[src/rtl/fault_log_pkg.sv]
// Constants and types shared by the fault log page scanner
// Summary of operation
// Scan flash pages after every reset
// Judge page only by flag byte 0x00
// Occupied page: advance counter, check next page
// Write new fault into first empty page
// Controller erases flash, pulses clear low
// Clear request returns page counter to zero
// Show stored record count after scan
// Blink indicator while any record stored
// Each written record bumps count by one
// Two-bit channel status codes, 10 invalid
// Controller port four SPI plus four arbitration
// Flag 0xFF empty, 0xC3 written
// Memory full at 250 records, no writes
// No flash access while ready low, one pending; ready is only checked before the first scan read and before a write
// Scan hitting limit sets full, count limit
package fault_log_pkg;

  // ----------------------------------------------------------------
  // Timing
  // ----------------------------------------------------------------
  localparam int CLK_PERIOD_NS  = 25;
  localparam int SPI_HALF_NS    = 100;
  localparam int SPI_HALF_CYC   = (SPI_HALF_NS + CLK_PERIOD_NS - 1) / CLK_PERIOD_NS;
  localparam int CS_GAP_NS      = 100;
  localparam int CS_GAP_CYC     = (CS_GAP_NS + CLK_PERIOD_NS - 1) / CLK_PERIOD_NS;
  localparam int BLINK_HALF_MS  = 250;
  localparam int BLINK_HALF_CYC = BLINK_HALF_MS * (1000000 / CLK_PERIOD_NS);

  // ----------------------------------------------------------------
  // Flash page layout and commands
  // ----------------------------------------------------------------
  localparam logic [7:0] FLAG_EMPTY = 8'hFF;
  localparam logic [7:0] FLAG_USED  = 8'hC3;
  localparam logic [7:0] FLAG_BYTE  = 8'h00;
  localparam logic [7:0] ZERO_BYTE  = 8'h00;
  localparam logic [7:0] CMD_READ   = 8'h03;
  localparam logic [7:0] CMD_WREN   = 8'h06;
  localparam logic [7:0] CMD_PROG   = 8'h02;
  localparam logic [7:0] CMD_RDSR   = 8'h05;
  localparam int         WIP_BIT    = 0;
  localparam int         FAULT_LIMIT = 250;
  localparam int         REC_BYTES  = 9;
  localparam logic [3:0] LEN_READ   = 4'h5;
  localparam logic [3:0] LEN_WREN   = 4'h1;
  localparam logic [3:0] LEN_POLL   = 4'h2;
  localparam logic [3:0] LEN_PROG   = 4'hE;
  localparam logic [3:0] IDX_ADDR_HI = 4'h1;
  localparam logic [3:0] IDX_ADDR_PG = 4'h2;
  localparam logic [3:0] IDX_ADDR_LO = 4'h3;
  localparam logic [3:0] IDX_FLAG   = 4'h4;
  localparam int         NUM_CHAN   = 12;

  // Channel status codes
  localparam logic [1:0] VM_UNDER   = 2'h0;
  localparam logic [1:0] VM_GOOD    = 2'h3;
  localparam logic [1:0] VM_OVER    = 2'h1;
  localparam logic [1:0] VM_INVALID = 2'h2;

  // ----------------------------------------------------------------
  // Register map and event bits
  // ----------------------------------------------------------------
  localparam logic [3:0] REG_STATUS = 4'h0;
  localparam logic [3:0] REG_ENABLE = 4'h4;
  localparam logic [3:0] REG_CLEAR  = 4'h8;
  localparam logic [3:0] REG_INFO   = 4'hC;
  localparam int EV_SCAN    = 0;
  localparam int EV_WRITTEN = 1;
  localparam int EV_DROP    = 2;
  localparam int EV_CLEAR   = 3;
  localparam int EV_INVALID = 4;
  localparam int NUM_EV     = 5;

  typedef enum logic [1:0] {
    ST_BOOT = 2'b00,
    ST_IDLE = 2'b01,
    ST_XFER = 2'b10,
    ST_GAP  = 2'b11
  } main_state_type;

  typedef enum logic [1:0] {
    OP_READ = 2'b00,
    OP_WREN = 2'b01,
    OP_PROG = 2'b10,
    OP_POLL = 2'b11
  } op_type;

endpackage : fault_log_pkg

[src/rtl/sync_two_stage.sv]
// Two flip-flop synchroniser for pin inputs
`timescale 1ns/1ps
module sync_two_stage #(
  parameter int        WIDTH = 1,
  parameter logic [0:0] INIT = 1'b0
) (
  // Clock and reset
  input  wire logic             clk,
  input  wire logic             rst_n,
  // Data
  input  wire logic [WIDTH-1:0] async_in,
  output logic      [WIDTH-1:0] sync_out
);

  logic [WIDTH-1:0] meta_q;

  // First stage feeds only the second stage
  always_ff @(posedge clk) begin
    if (!rst_n) begin
      meta_q   <= {WIDTH{INIT}};
      sync_out <= {WIDTH{INIT}};
    end else begin
      meta_q   <= async_in;
      sync_out <= meta_q;
    end
  end

endmodule : sync_two_stage

[src/rtl/spi_byte_engine.sv]
// SPI mode 0 byte shifter with its own clock divider
`timescale 1ns/1ps
module spi_byte_engine
  import fault_log_pkg::*;
#(
  parameter int HALF_CYC = SPI_HALF_CYC
) (
  // Clock and reset
  input  wire logic       clk,
  input  wire logic       rst_n,
  // Byte request
  input  wire logic       start,
  input  wire logic [7:0] tx_byte,
  output logic            done,
  output logic [7:0]      rx_byte,
  // Serial lines
  output logic            sclk,
  output logic            mosi,
  input  wire logic       miso_s
);

  logic [7:0] div_q;
  logic [7:0] sh_q;
  logic [2:0] bit_q;
  logic       busy_q;
  logic       tick;

  // Half-period enable while shifting
  assign tick = busy_q && (div_q == 8'(HALF_CYC - 1));

  always_ff @(posedge clk) begin
    if (!rst_n || !busy_q || tick) begin
      div_q <= 8'h00;
    end else begin
      div_q <= div_q + 8'h01;
    end
  end

  // Rising edge only raises the clock; falling edge samples, shifts and drives the next bit out
  always_ff @(posedge clk) begin
    if (!rst_n) begin
      busy_q  <= 1'b0;
      sclk    <= 1'b0;
      mosi    <= 1'b0;
      sh_q    <= 8'h00;
      bit_q   <= 3'h0;
      done    <= 1'b0;
      rx_byte <= 8'h00;
    end else begin
      done <= 1'b0;
      if (start && !busy_q && !done) begin // Done cycle lets the caller step its byte index
        busy_q <= 1'b1;
        sh_q   <= tx_byte;
        mosi   <= tx_byte[7];
        bit_q  <= 3'h0;
      end else if (tick && !sclk) begin
        sclk <= 1'b1;
      end else if (tick) begin
        sclk <= 1'b0;
        sh_q <= {sh_q[6:0], miso_s};
        mosi <= sh_q[6];
        bit_q <= bit_q + 3'h1;
        if (bit_q == 3'h7) begin
          busy_q  <= 1'b0;
          done    <= 1'b1;
          rx_byte <= {sh_q[6:0], miso_s};
        end
      end
    end
  end

endmodule : spi_byte_engine

[src/rtl/fault_log_scanner.sv]
// Fault log page scanner, writer, arbitration and register port
//
// Added by the designer: the address map and the address-and-strobe port.
`timescale 1ns/1ps
module fault_log_scanner
  import fault_log_pkg::*;
#(
  parameter int BLINK_CYC = BLINK_HALF_CYC,
  parameter int LIMIT     = FAULT_LIMIT
) (
  // Clock and reset
  input  wire logic        clk,
  input  wire logic        rst_n,
  // Captured fault record
  input  wire logic        fault_valid,
  input  wire logic [71:0] fault_record,
  // Controller SPI port
  input  wire logic        mcu_sclk,
  input  wire logic        mcu_cs_n,
  input  wire logic        mcu_mosi,
  output logic             mcu_miso,
  // Controller arbitration
  input  wire logic        ready,
  input  wire logic        mem_clear_n,
  output logic             busy,
  output logic             mem_full,
  // Flash SPI port
  output logic             flash_sclk,
  output logic             flash_cs_n,
  output logic             flash_mosi,
  input  wire logic        flash_miso,
  // Display and indicator
  output logic [7:0]       fault_count,
  output logic             fault_led,
  // Register port
  input  wire logic [3:0]  reg_addr,
  input  wire logic [31:0] reg_wdata,
  input  wire logic        reg_wr,
  input  wire logic        reg_rd,
  output logic [31:0]      reg_rdata,
  output logic             irq
);

  // ----------------------------------------------------------------
  // Input synchronisers
  // ----------------------------------------------------------------
  logic [2:0] mcu_s;
  logic       ready_s;
  logic       clear_s;
  logic       miso_s;
  logic       clear_d1_q;
  logic       clear_evt;

  sync_two_stage #(.WIDTH(3), .INIT(1'b1)) u_sync_mcu (
    .clk(clk), .rst_n(rst_n),
    .async_in({mcu_sclk, mcu_cs_n, mcu_mosi}), .sync_out(mcu_s));
  sync_two_stage #(.WIDTH(3), .INIT(1'b1)) u_sync_arb (
    .clk(clk), .rst_n(rst_n),
    .async_in({ready, mem_clear_n, flash_miso}), .sync_out({ready_s, clear_s, miso_s}));

  // Falling edge of the clear request
  always_ff @(posedge clk) begin
    if (!rst_n) begin
      clear_d1_q <= 1'b1;
    end else begin
      clear_d1_q <= clear_s;
    end
  end
  assign clear_evt = clear_d1_q && !clear_s;

  // ----------------------------------------------------------------
  // Byte engine
  // ----------------------------------------------------------------
  main_state_type state_q;
  op_type         op_q;
  logic [3:0]     idx_q;
  logic [3:0]     len_q;
  logic [7:0]     page_q;
  logic [71:0]    rec_q;
  logic           pend_q;
  logic           scanned_q;
  logic           full_q;
  logic           eng_start;
  logic           eng_done;
  logic [7:0]     eng_rx;
  logic           eng_sclk;
  logic           eng_mosi;
  logic [7:0]     tx_byte;
  logic [2:0]     gap_q;
  logic           gap_end;
  logic           owned;

  // Byte sent at position idx of the current operation
  function automatic logic [7:0] byte_at(op_type op, logic [3:0] idx,
                                         logic [7:0] page, logic [71:0] rec);
    logic [7:0] b;
    b = ZERO_BYTE;
    if (idx == 4'h0) begin
      unique case (op)
        OP_READ: b = CMD_READ;
        OP_WREN: b = CMD_WREN;
        OP_PROG: b = CMD_PROG;
        OP_POLL: b = CMD_RDSR;
      endcase
    end else if (idx == IDX_ADDR_PG && (op == OP_READ || op == OP_PROG)) begin
      b = page;
    end else if (idx == IDX_FLAG && op == OP_PROG) begin
      b = FLAG_USED;
    end else if (idx > IDX_FLAG && op == OP_PROG) begin
      b = rec[8 * (32'(idx) - 32'(IDX_FLAG) - 1) +: 8];
    end
    return b;
  endfunction : byte_at

  assign tx_byte   = byte_at(op_q, idx_q, page_q, rec_q);
  assign owned     = ready_s;
  assign eng_start = (state_q == ST_XFER) && !flash_cs_n;

  spi_byte_engine #(.HALF_CYC(SPI_HALF_CYC)) u_engine (
    .clk(clk), .rst_n(rst_n), .start(eng_start), .tx_byte(tx_byte),
    .done(eng_done), .rx_byte(eng_rx), .sclk(eng_sclk), .mosi(eng_mosi),
    .miso_s(miso_s));

  // ----------------------------------------------------------------
  // Sequencer
  // ----------------------------------------------------------------
  logic last_byte;
  logic scan_eval;
  logic write_done;
  logic at_limit;

  assign last_byte  = eng_done && (idx_q == len_q - 4'h1);
  assign gap_end    = (state_q == ST_GAP) && (gap_q == 3'(CS_GAP_CYC - 1));
  assign at_limit   = (page_q == 8'(LIMIT - 1));
  assign scan_eval  = gap_end && (op_q == OP_READ);
  assign write_done = gap_end && (op_q == OP_POLL) && !eng_rx[WIP_BIT];

  // Gap timer keeps chip select high between commands
  always_ff @(posedge clk) begin
    if (!rst_n || state_q != ST_GAP) begin
      gap_q <= 3'h0;
    end else begin
      gap_q <= gap_q + 3'h1;
    end
  end

  // Main sequence of flash operations
  always_ff @(posedge clk) begin
    if (!rst_n) begin
      state_q    <= ST_BOOT;
      op_q       <= OP_READ;
      idx_q      <= 4'h0;
      len_q      <= LEN_READ;
      flash_cs_n <= 1'b1;
      scanned_q  <= 1'b0;
    end else begin
      unique case (state_q)
        ST_BOOT: begin
          if (owned) begin
            state_q    <= ST_XFER;
            op_q       <= OP_READ;
            len_q      <= LEN_READ;
            idx_q      <= 4'h0;
            flash_cs_n <= 1'b0;
          end
        end
        ST_IDLE: begin
          if (pend_q && owned && !full_q) begin
            state_q    <= ST_XFER;
            op_q       <= OP_WREN;
            len_q      <= LEN_WREN;
            idx_q      <= 4'h0;
            flash_cs_n <= 1'b0;
          end
        end
        ST_XFER: begin
          if (last_byte) begin
            state_q    <= ST_GAP;
            flash_cs_n <= 1'b1;
          end else if (eng_done) begin
            idx_q <= idx_q + 4'h1;
          end
        end
        ST_GAP: begin
          if (gap_end) begin
            idx_q <= 4'h0;
            unique case (op_q)
              OP_READ: begin
                if (eng_rx != FLAG_EMPTY && !at_limit) begin
                  state_q    <= ST_XFER;
                  flash_cs_n <= 1'b0;
                end else begin
                  state_q   <= ST_IDLE;
                  scanned_q <= 1'b1;
                end
              end
              OP_WREN: begin
                op_q       <= OP_PROG;
                len_q      <= LEN_PROG;
                state_q    <= ST_XFER;
                flash_cs_n <= 1'b0;
              end
              OP_PROG, OP_POLL: begin
                if (op_q == OP_POLL && !eng_rx[WIP_BIT]) begin
                  state_q <= ST_IDLE;
                end else begin
                  op_q       <= OP_POLL;
                  len_q      <= LEN_POLL;
                  state_q    <= ST_XFER;
                  flash_cs_n <= 1'b0;
                end
              end
            endcase
          end
        end
      endcase
    end
  end

  // Page counter: clear request wins over advance
  always_ff @(posedge clk) begin
    if (!rst_n) begin
      page_q <= 8'h00;
      full_q <= 1'b0;
    end else if (clear_evt) begin
      page_q <= 8'h00;
      full_q <= 1'b0;
    end else if (scan_eval && eng_rx != FLAG_EMPTY) begin
      if (at_limit) begin
        page_q <= 8'(LIMIT);
        full_q <= 1'b1;
      end else begin
        page_q <= page_q + 8'h01;
      end
    end else if (write_done) begin
      page_q <= page_q + 8'h01;
      full_q <= at_limit;
    end
  end

  // One pending record; later arrivals are dropped
  always_ff @(posedge clk) begin
    if (!rst_n) begin
      pend_q <= 1'b0;
      rec_q  <= 72'h0;
    end else if (fault_valid && !pend_q) begin
      pend_q <= 1'b1;
      rec_q  <= fault_record;
    end else if (write_done || (pend_q && full_q && state_q == ST_IDLE)) begin
      pend_q <= 1'b0;
    end
  end

  // ----------------------------------------------------------------
  // Pin multiplexer and status outputs
  // ----------------------------------------------------------------
  always_ff @(posedge clk) begin
    if (!rst_n) begin
      flash_sclk  <= 1'b0;
      flash_mosi  <= 1'b0;
      mcu_miso    <= 1'b0;
      busy        <= 1'b0;
      mem_full    <= 1'b0;
      fault_count <= 8'h00;
    end else begin
      flash_sclk  <= owned ? eng_sclk : mcu_s[2];
      flash_mosi  <= owned ? eng_mosi : mcu_s[0];
      mcu_miso    <= mcu_s[1] ? 1'b0 : miso_s;
      busy        <= pend_q || state_q == ST_XFER || state_q == ST_GAP;
      mem_full    <= full_q;
      fault_count <= scanned_q ? page_q : 8'h00;
    end
  end

  // ----------------------------------------------------------------
  // Blinking indicator
  // ----------------------------------------------------------------
  logic [31:0] blink_q;
  always_ff @(posedge clk) begin
    if (!rst_n || fault_count == 8'h00) begin
      blink_q   <= 32'h0;
      fault_led <= 1'b0;
    end else if (blink_q == 32'(BLINK_CYC - 1)) begin
      blink_q   <= 32'h0;
      fault_led <= !fault_led;
    end else begin
      blink_q <= blink_q + 32'h1;
    end
  end

  // ----------------------------------------------------------------
  // Events, registers and interrupt
  // ----------------------------------------------------------------
  logic [NUM_EV-1:0] ev;
  logic [NUM_EV-1:0] status_q;
  logic [NUM_EV-1:0] enable_q;
  logic              bad_chan;

  // Any channel reporting the invalid code
  always_comb begin
    bad_chan = 1'b0;
    for (int c = 0; c < NUM_CHAN; c++) begin
      if (fault_record[2*c +: 2] == VM_INVALID) begin
        bad_chan = 1'b1;
      end
    end
  end

  assign ev[EV_SCAN]    = scan_eval && (eng_rx == FLAG_EMPTY || at_limit);
  assign ev[EV_WRITTEN] = write_done;
  assign ev[EV_DROP]    = fault_valid && pend_q;
  assign ev[EV_CLEAR]   = clear_evt;
  assign ev[EV_INVALID] = fault_valid && bad_chan;

  // Sticky status: a new event wins over a clear
  always_ff @(posedge clk) begin
    if (!rst_n) begin
      status_q <= '0;
    end else if (reg_wr && reg_addr == REG_CLEAR) begin
      status_q <= (status_q & ~reg_wdata[NUM_EV-1:0]) | ev;
    end else begin
      status_q <= status_q | ev;
    end
  end

  always_ff @(posedge clk) begin
    if (!rst_n) begin
      enable_q <= '0;
    end else if (reg_wr && reg_addr == REG_ENABLE) begin
      enable_q <= reg_wdata[NUM_EV-1:0];
    end
  end

  // Read data one cycle after the strobe, zero elsewhere
  always_ff @(posedge clk) begin
    if (!rst_n || !reg_rd) begin
      reg_rdata <= 32'h0;
    end else begin
      unique case (reg_addr)
        REG_STATUS: reg_rdata <= 32'(status_q);
        REG_ENABLE: reg_rdata <= 32'(enable_q);
        REG_INFO:   reg_rdata <= {20'h0, scanned_q, full_q, pend_q, ready_s, page_q};
        default:    reg_rdata <= 32'h0;
      endcase
    end
  end

  always_ff @(posedge clk) begin
    if (!rst_n) begin
      irq <= 1'b0;
    end else begin
      irq <= |(status_q & enable_q);
    end
  end
endmodule : fault_log_scanner

[config.mk]
export PLATFORM = sky130hd
export DESIGN_NAME = fault_log_scanner
export DESIGN_NICKNAME = d
export VERILOG_FILES = /design/src/rtl/fault_log_pkg.sv /design/src/rtl/sync_two_stage.sv /design/src/rtl/spi_byte_engine.sv /design/src/rtl/fault_log_scanner.sv
export SDC_FILE = /design/constraint.sdc
export NUM_CORES = 1
export LEC_CHECK = 0
export ABC_CLOCK_PERIOD_IN_PS = 7550
export BUFFER_PORTS_ARGS = -buffer_cell sky130_fd_sc_hd__buf_2
export CORE_MARGIN = 3
export CORE_UTILIZATION = 45
export CTS_CLUSTER_DIAMETER = 200
export DETAILED_ROUTE_END_ITERATION = 16
export PLACE_DENSITY = 0.67
export SETUP_SLACK_MARGIN = 0.5
export SYNTH_ARGS = -nofsm -noshare
export SYNTH_HDL_FRONTEND = slang
export SYNTH_SLANG_ARGS = --single-unit
[constraint.sdc]
create_clock -name clk -period 7.55 [get_ports clk]
set_clock_uncertainty 0.2 [all_clocks]
set_input_delay 1.1325 -clock clk [delete_from_list [all_inputs] [get_ports clk]]
set_output_delay 1.1325 -clock clk [all_outputs]
set_load 0.02 [all_outputs]
# Word-level counts from Yosys, hierarchy flattened
# Index checks and enable logic that the tools add are counted.
# totals
output_inout_bits	48
register_bits	231
wordCells	255
input_bits	119
# op_classes
n_reduce_logical	79
bitwise	10
n_shift	1
mux	76
n_eq_ne	43
add_sub_neg	9
order_cmp	1
# op_table
cell	n
indexed part select 72 x 33 -> 8 bit	1
two-way mux 8 bit	7
two-way mux 4 bit	9
case mux 12 bit (3 select lines)	1
two-way mux 1 bit	35
adder 32 x 1 -> 32 bit, second input constant	1
equality test 2 bit, second input constant	16
equality test 32 x 24 -> 1 bit, second input constant	1
case mux 8 bit (4 select lines)	1
logical AND 1 bit	27
two-way mux 7 bit	3
two-way mux 2 bit	10
adder 8 x 1 -> 8 bit, second input constant	2
equality test 8 bit, second input constant	2
case mux 4 bit (4 select lines)	1
zero test 1 bit	12
inequality test 2 bit, second input constant	6
case mux 2 bit (3 select lines)	2
case mux 4 bit (3 select lines)	1
AND reduction 4 bit	3
AND reduction 6 bit	2
AND 5 bit	2
logical OR 1 bit	10
bitwise OR 5 bit	2
37 further kinds	62

# Longest topological paths before layout
# Gate-level depths: netlist of the first run.
# depth
depth_word	16
mapped_depth	12
depth_no_buf	7

# Hierarchy
# A second synthesis of the first run with hierarchy kept.
# hier_totals
cells_unflattened	1109
area_unflattened_um2	9575.4
# modules_own_cells
mod	cells_per_inst	n_inst	seq_area_each_um2	area_each_um2
fault_log_scanner	943	1	3363.2	8003.9
spi_byte_engine	142	1	600.6	1256.2
sync_two_stage	12	2	120.1	157.7

# Worst setup path after synthesis of the first run
# Ideal clock, no wire load.
# synth_path
path_type	register -> register
startpoint	register idx_q[0]
endpoint	register u_engine.sh_q[0]
arrival_time_ns	2.703
path_buffers	5
required_time_ns	7.232
setup_ns	0.118
setup_slack_ns	4.529
stages_incl_launch_ff	12
synth_period_minus_slack_ns	3.021
path_cell_list	dfxtp_1 -> buf_2 -> buf_6 -> buf_2 -> inv_1 -> ha_1 -> clkbuf_1 -> buf_1 -> mux4_2 -> a21oi_1 -> nor4b_1 -> o2111a_1
# synth_between
elab_chain_len	8
word_cells_on_any_way	15
# synth_lines
element	line_no	text
start, declared	fault_log_scanner.sv:76	logic [3:0] idx_q;
start signal, assigned	fault_log_scanner.sv:181	idx_q <= idx_q + 4'h1;
subtractor 4 x 3 -> 5 bit	fault_log_scanner.sv:110	b = rec[8 * (32'(idx) - 32'(IDX_FLAG) - 1) +: 8];
subtractor 5 x 2 -> 6 bit	fault_log_scanner.sv:110	
indexed part select 72 x 33 -> 8 bit	fault_log_scanner.sv:110	
two-way mux 8 bit	fault_log_scanner.sv:109	end else if (idx > IDX_FLAG && op == OP_PROG) begin
two-way mux 8 bit	fault_log_scanner.sv:107	end else if (idx == IDX_FLAG && op == OP_PROG) begin
two-way mux 8 bit	fault_log_scanner.sv:105	end else if (idx == IDX_ADDR_PG && (op == OP_READ || op == OP_PROG)) begin
two-way mux 8 bit *	fault_log_scanner.sv:98	if (idx == 4'h0) begin
two-way mux 7 bit *	spi_byte_engine.sv:51	if (start && !busy_q && !done) begin
end signal, assigned	spi_byte_engine.sv:53	sh_q <= tx_byte;
end signal, assigned	spi_byte_engine.sv:60	sh_q <= {sh_q[6:0], miso_s};
end, declared	spi_byte_engine.sv:23	logic [7:0] sh_q;
# Mark *: on every way between the ends. The rest lies on a longest branch, timed or not.
# A chain may end at the register's enable or synchronous reset.

# Worst setup path in the final report of the first run
# layout_path
startpoint	register idx_q[1]
endpoint	register u_engine.sh_q[6]
# Same word-level chain as after synthesis.

==> results.md, run 1 <==
- Final worst path period share: 41.3%
- Avg WL per Cell: 14.3 um
- Starting Density: 46.2%
- CTS Buf Count: 23
- Kind of start point of the critical path: register
- Number of iterations in the first detailed-routing pass: 5
- FP Rows: 52
- Relative slew slack: 26.0%
- Drc violations: 0
- Drt total wl: 21100 um
- Nets: 1332
- Share of cells above drive strength 1: 15.7%
- Synth cell types: 72
- Max frequency: 321 MHz
- Synth area leader: dfxtp_1
- Post-CTS Repair Setup Buffers: 0
- Io pins: 167
- Ys async rst share: 0%
- Core region area: 20400 um2
- Hold_ws: 0.180 ns
- DIE WIDTH: 151 um
- Final setup fails: 0
- Die area: 22700 um2
- Post-layout min period: 3.12 ns
- Initial drt markers: 452
- Port bufs: 119
- Setup ws final: 4.43 ns
- VDD IR max: 0.000138 V
- CP Class: register to register
- Sequential area share after synthesis: 44.7%
- Global Route Usage Sum: 18.4%
- Crit Path Max Fanout: 13
- CP Data Arrival Time: 3.31 ns
- Top Layer Used: met4
- ANT nets after route: 0
- Worst R2R Path Depth: 6
- Largest net degree at the start of global routing: 102
- Avg Inst Size Synth: 8.53 um2
- Top FF cell, synth: dfxtp_1
- CTS Hold Bufs: 0
- Synth-to-Final Area Change: 15.0%
- Number of flops mapped to enable cells by yosys: 0
- CTS max path bufs: 3
- Dpl ws: 4.28 ns
- Worst Setup End Kind: register
- Worst skew pair latency: 0.51 ns
- Status: finished, final reports clean
- Average vias per placed instance: 5.18
- Via count: 7648
- Hold Crit Depth: 1
- DP HPWL: 14500 um
- Clock slew at reported path FFs: 0.06 ns
- Total grt overflow: 0
- First-pass GRT wire length: 34500 um
- Final Hold Viols: 0
- PostCTS Resize Cnt: 0
- Syn. warnings: 0
- CTS H-Tree Depth: 1
- Largest cells by area after synthesis: dfxtp_1 (45%), nand2_1 (7.9%), a21oi_1 (6.3%)
- P_leak: 4.15 nW
- Initial antenna violation count: 0
- # diodes: 0
- Routed met2 length: 9060 um
- CTS tree: yes
- Crit path required time: 7.74 ns
- Pwr Total: 2.44 mW
- Mapped Cells: 1103
- CTS sink cnt: 210
- Slew Limit Fails: 0
- Synthesized cell area: 9410 um2
- Metal3 WL: 1240 um
- Post-route setup TNS: 0 ns
- Fillers: 1926
- HP Class: register to register
- Max cap viols: 0
- Die Y: 151 um
- Area share of the largest cell type after synthesis: 44.7%
- Worst slew pin tran: 1.11 ns
- WL met1: 10300 um
- Flops & latches, synth: 210
- RSZ-0062 raised after global routing: no
- Final core occ: 53.1%
- Placer congestion estimate: 0.847
- Power density over the cells: 226 nW/um2
- Vias in the first global route: 6954
- Clk root buf: clkbuf_16
[layout by cell type (no fill, tap or decap), types with 20 or more instances in the layout]
master     Yosys  routed
a21oi_1      118     118
buf_2          8     119
clkbuf_16      0      23
conb_1         1      20
dfxtp_1      210     210
ha_1          21      21
inv_1         29      28
nand2_1      199     198
nand3_1       38      38
nor2_1       100     100
o21ai_0       24      24
xnor2_1       31      31
[routing by layer]
| metal | up-vias | track usage [%] |
|---|---|---|
| met2 | 189 | 28.8 |
| met4 | 0 | 4.71 |
| met3 | 37 | 3.10 |
| met5 | - | 0 |
| met1 | 3472 | 26.6 |
| li1 | 3950 | - |
[power by group]
group / total (mW) / internal [mW] / switching, mW
clock network: 1.10 / 0.653 / 0.442
logic: 0.174 / 0.0686 / 0.105
registers: 1.17 / 1.15 / 0.0248
total: 2.44 / 1.87 / 0.572
[critical path, stage by stage (launching register included)]
cell and delay (ns):
dfxtp_1 0.53, inv_1 0.11, ha_1 0.29, xor2_1 0.89, mux4_2 0.62, o2111ai_1 0.26
a21oi_1 0.10
[final cells by class]
type	instances	area [um2]	area share, %
Multi-Input combinational cell	804	4780	44.3
Clock inverter	6	66.3	0.613
Sequential cell	210	4200	38.9
Inverter	29	109	1.01
Timing Repair Buffer	124	633	5.86
Clock buffer	34	677	6.26
Tap cell	270	338	3.12
[through the flow]
step                      instances  cell area, um2
after floorplan                1122            9480
after global placement         1437           10100
after detailed placement       1437           10100
after CTS                      1477           10800
after global routing           1477           10800
final                          1477           10800
[cell families (layout without fill, tap and decap cells)]
group | count (synthesis) | in the layout | share of synthesized area (%)
compound gates | 203 | 203 | 13.0
xor+xnor | 46 | 46 | 4.43
fa+ha+maj | 21 | 21 | 2.79
buf+inv | 108 | 193 | 5.29
flops | 210 | 210 | 44.7
mux | 37 | 37 | 5.99
other cells | 1 | 20 | 0.0399
simple gates | 477 | 477 | 23.7
[state kept, by name, summed over array words and instances, names as in the netlist, 5 cells and up]
| name | count |
|---|---|
| blink_q | 32 |
| enable_q | 5 |
| fault_count | 8 |
| page_q | 8 |
| rec_q | 72 |
| reg_rdata | 12 |
| status_q | 5 |
| u_engine.div_q | 8 |
| u_engine.rx_byte | 8 |
| u_engine.sh_q | 7 |
[final timing paths]
path	startpoint	to	slack [ns]
max	idx_q[1]	u_engine.sh_q[6]	4.43
min	u_sync_mcu.sync_out[1]	mcu_miso	0.18
max reg2reg	idx_q[1]	u_engine.sh_q[6]	4.43
min reg2reg	u_sync_mcu.sync_out[1]	mcu_miso	0.18
[synth_stat cells, types with 7 or more instances]
| library cell | instances |
|---|---|
| mux4_2 | 15 |
| dfxtp_1 | 210 |
| buf_2 | 8 |
| a21oi_1 | 118 |
| xnor2_1 | 31 |
| mux2i_1 | 18 |
| and2_1 | 10 |
| nor2b_1 | 12 |
| nor3_1 | 17 |
| xor2_1 | 14 |
| clkbuf_1 | 47 |
| nand4_1 | 9 |
| and3_1 | 17 |
| inv_1 | 29 |
| buf_4 | 20 |
| a211oi_1 | 8 |
| nand3_1 | 38 |
| or4_1 | 7 |
| nor4_1 | 10 |
| nor2_1 | 100 |
| ha_1 | 21 |
| nand2b_1 | 16 |
| o21ai_0 | 24 |
| or3_1 | 12 |
| nand2_1 | 199 |
Power figures use the tool's default switching activity.
==> run 2: changes to the inputs <==
--- a/config.mk
+++ b/config.mk
@@ -5,13 +5,13 @@
 export SDC_FILE = /design/constraint.sdc
 export NUM_CORES = 1
 export LEC_CHECK = 0
-export ABC_CLOCK_PERIOD_IN_PS = 7550
+export ABC_CLOCK_PERIOD_IN_PS = 2700
 export BUFFER_PORTS_ARGS = -buffer_cell sky130_fd_sc_hd__buf_2
 export CORE_MARGIN = 3
 export CORE_UTILIZATION = 45
 export CTS_CLUSTER_DIAMETER = 200
 export DETAILED_ROUTE_END_ITERATION = 16
-export PLACE_DENSITY = 0.67
+export PLACE_DENSITY = 0.7
 export SETUP_SLACK_MARGIN = 0.5
 export SYNTH_ARGS = -nofsm -noshare
 export SYNTH_HDL_FRONTEND = slang
==> constraint.sdc (replaced) <==
create_clock -name clk -period 2.7 [get_ports clk]
set_clock_uncertainty 0.2 [all_clocks]
set_input_delay 0.405 -clock clk [delete_from_list [all_inputs] [get_ports clk]]
set_output_delay 0.405 -clock clk [all_outputs]
set_load 0.02 [all_outputs]
==> results.md, run 2 (synthesis gave the netlist of run 1 again) <==
- Power density over the cells: 574 nW/um2 (+150%)
- Drt total wl: 25000 um (+19%)
- Vias in the first global route: 8114 (+17%)
- Post-route setup TNS: 0 ns (unchanged)
- Placer congestion estimate: 0.896 (+5.8%)
- CP Data Arrival Time: 2.61 ns (-0.70 ns)
- Fillers: 1617 (-16%)
- Die area: 22700 um2 (unchanged)
- Regs by FF count: rec_q (72), blink_q (32), reg_rdata (12)
- Crit path required time: 2.95 ns (-4.79 ns)
- Core region area: 20400 um2 (unchanged)
- CTS sink cnt: 210 (unchanged)
- FP Rows: 52 (unchanged)
- CTS max path bufs: 3 (unchanged)
- Fin cells: 1617 (+9.5%)
- CTS H-Tree Depth: 1 (unchanged)
- Io pins: 167 (unchanged)
- Number of iterations in the first detailed-routing pass: 5 (unchanged)
- Starting Density: 46.2% (unchanged)
- Initial drt markers: 545 (+21%)
- Kind of start point of the critical path: register
- Relative slew slack: 57.6% (+32 points)
- Worst path slowest cell: or4_4
- Die Y: 151 um (unchanged)
- Final setup fails: 0 (unchanged)
- DIE WIDTH: 151 um (unchanged)
- Worst skew pair latency: 0.52 ns (about the same)
- Average vias per placed instance: 5.32 (+2.7%)
- P_leak: 4.90 nW (+18%)
- Crit path buf inv count: 1 (unchanged)
- CP Class: register to register
- R2r startpoint: op_q[0]
- First-pass GRT wire length: 39400 um (+14%)
- Most common cell after layout, fill and taps aside: nand2_1
- Via count: 8598 (+12%)
- # diodes: 0 (unchanged)
- Drc violations: 0 (unchanged)
- Most frequent cells in the layout: nand2_1 (198), dfxtp_1 (189), buf_2 (119), a21oi_1 (114), nor2_1 (100)
- RSZ-0062 raised after global routing: yes
- HP Class: input pin to register
- CTS Buf Count: 23 (unchanged)
- Worst Setup SP: op_q[0]
- Max FFs per register: 72 (unchanged)
- ANT nets after route: 0 (unchanged)
- Global Route Usage Sum: 21.1% (+2.7 points)
- Nets: 1470 (+10%)
- Initial antenna violation count: 0 (unchanged)
- Design Area, Final: 12600 um2 (+17%)
- Clock slew at reported path FFs: 0.06 ns (about the same)
- Worst Setup End Kind: register
- Worst slew pin tran: 0.634 ns (-0.473 ns)
- VDD IR max: 0.000517 V (+280%)
- Slowest stage delay, CP: 0.59 ns (-0.30 ns)
- Avg WL per Cell: 15.4 um (+8.3%)
- DP Area: 10400 um2 (+3.8%)
- Largest net degree at the start of global routing: 74 (-27%)
- Port bufs: 119 (unchanged)
- Dpl cells: 1468 (+2.2%)
- Share of cells above drive strength 1: 24.1% (+8.4 points)
- CTS tree: yes
- Status: finished, final reports clean
- Total grt overflow: 0 (unchanged)
- Slew Limit Fails: 0 (unchanged)
- Post-layout min period: 2.36 ns (-0.759 ns)
- Final Hold Viols: 0 (unchanged)
- Max cap viols: 0 (unchanged)
- Hold_ws: 0.0125 ns (-0.168 ns)
- Crit Path Max Fanout: 5 (-8)
- Synth-to-Final Area Change: 34.2%
- Reg with most FFs: rec_q
- Max frequency: 424 MHz (+32%)
- Clk root buf: clkbuf_16
- Worst-path cell chain: inv_1 > ha_1 > o211ai_1 > nor4b_4 > nand4b_1 > or4_4 > a31oi_4
- HP Start: fault_valid
- DP HPWL: 15900 um (+9.5%)
- Largest delay share family, worst path: simple AND/OR/NAND/NOR gates
- Final worst path period share: 87.4% (+46 points)
==> run 2: final cells by class <==
type / count / area [um2] / share of cell area (%)
Clock inverter: 16 / 193 / 1.53
Multi-Input combinational cell: 804 / 5170 / 40.9
Clock buffer: 26 / 607 / 4.81
Sequential cell: 210 / 4250 / 33.6
Timing Repair Buffer: 262 / 1960 / 15.5
Inverter: 29 / 121 / 0.961
Tap cell: 270 / 338 / 2.68
==> run 2: per-layer routing <==
metal	vias to the layer above	global-route usage [%]	part of all wire, %
met5	-	0	0
met4	0	5.89	3.0
met3	63	3.16	4.9
met2	241	36.4	49
met1	4059	27.6	43
li1	4235	-	-
==> run 2: final timing paths <==
| path | slack [ns] | to | depth (start not counted) |
|---|---|---|---|
| min reg2reg | 0.19 | mcu_miso | 1 |
| max | 0.34 | u_engine.sh_q[3] | 7 |
| min | 0.01 | status_q[2] | 3 |
| max reg2reg | 0.34 | u_engine.sh_q[3] | 7 |
==> run 2: through the flow <==
stage / utilization (%) / setup slack (ns) / total power [mW]
after floorplan: - / 0.261 / 3.68
after global placement: 51.3 / 0.261 / 3.85
after detailed placement: 51.3 / 0.205 / 3.86
after CTS: 60.4 / 0.383 / 7.27
after global routing: 62.0 / 0.276 / 7.51
final: 62.0 / 0.341 / 7.24
==> run 2: what timing repair did <==
| action | 4_1_cts | 5_1_grt |
|---|---|---|
| buffers inserted | 8 | 16 |
| pin swaps | 8 | 19 |
| setup endpoints to repair | 44 | 57 |
| hold buffers | 83 | 0 |
| gates resized for setup | 47 | 45 |
| endpoints found under the hold margin | 85 | 0 |
==> run 2: power by group <==
group,internal (mW),switching [mW]
Clock,2.00,1.29
Combinational,0.327,0.364
Sequential,3.20,0.0583
==> run 2: worst min-delay path, stage by stage <==
cell and delay, ns:
buf_2 0.13, a22oi_1 0.09, nor2_1 0.07
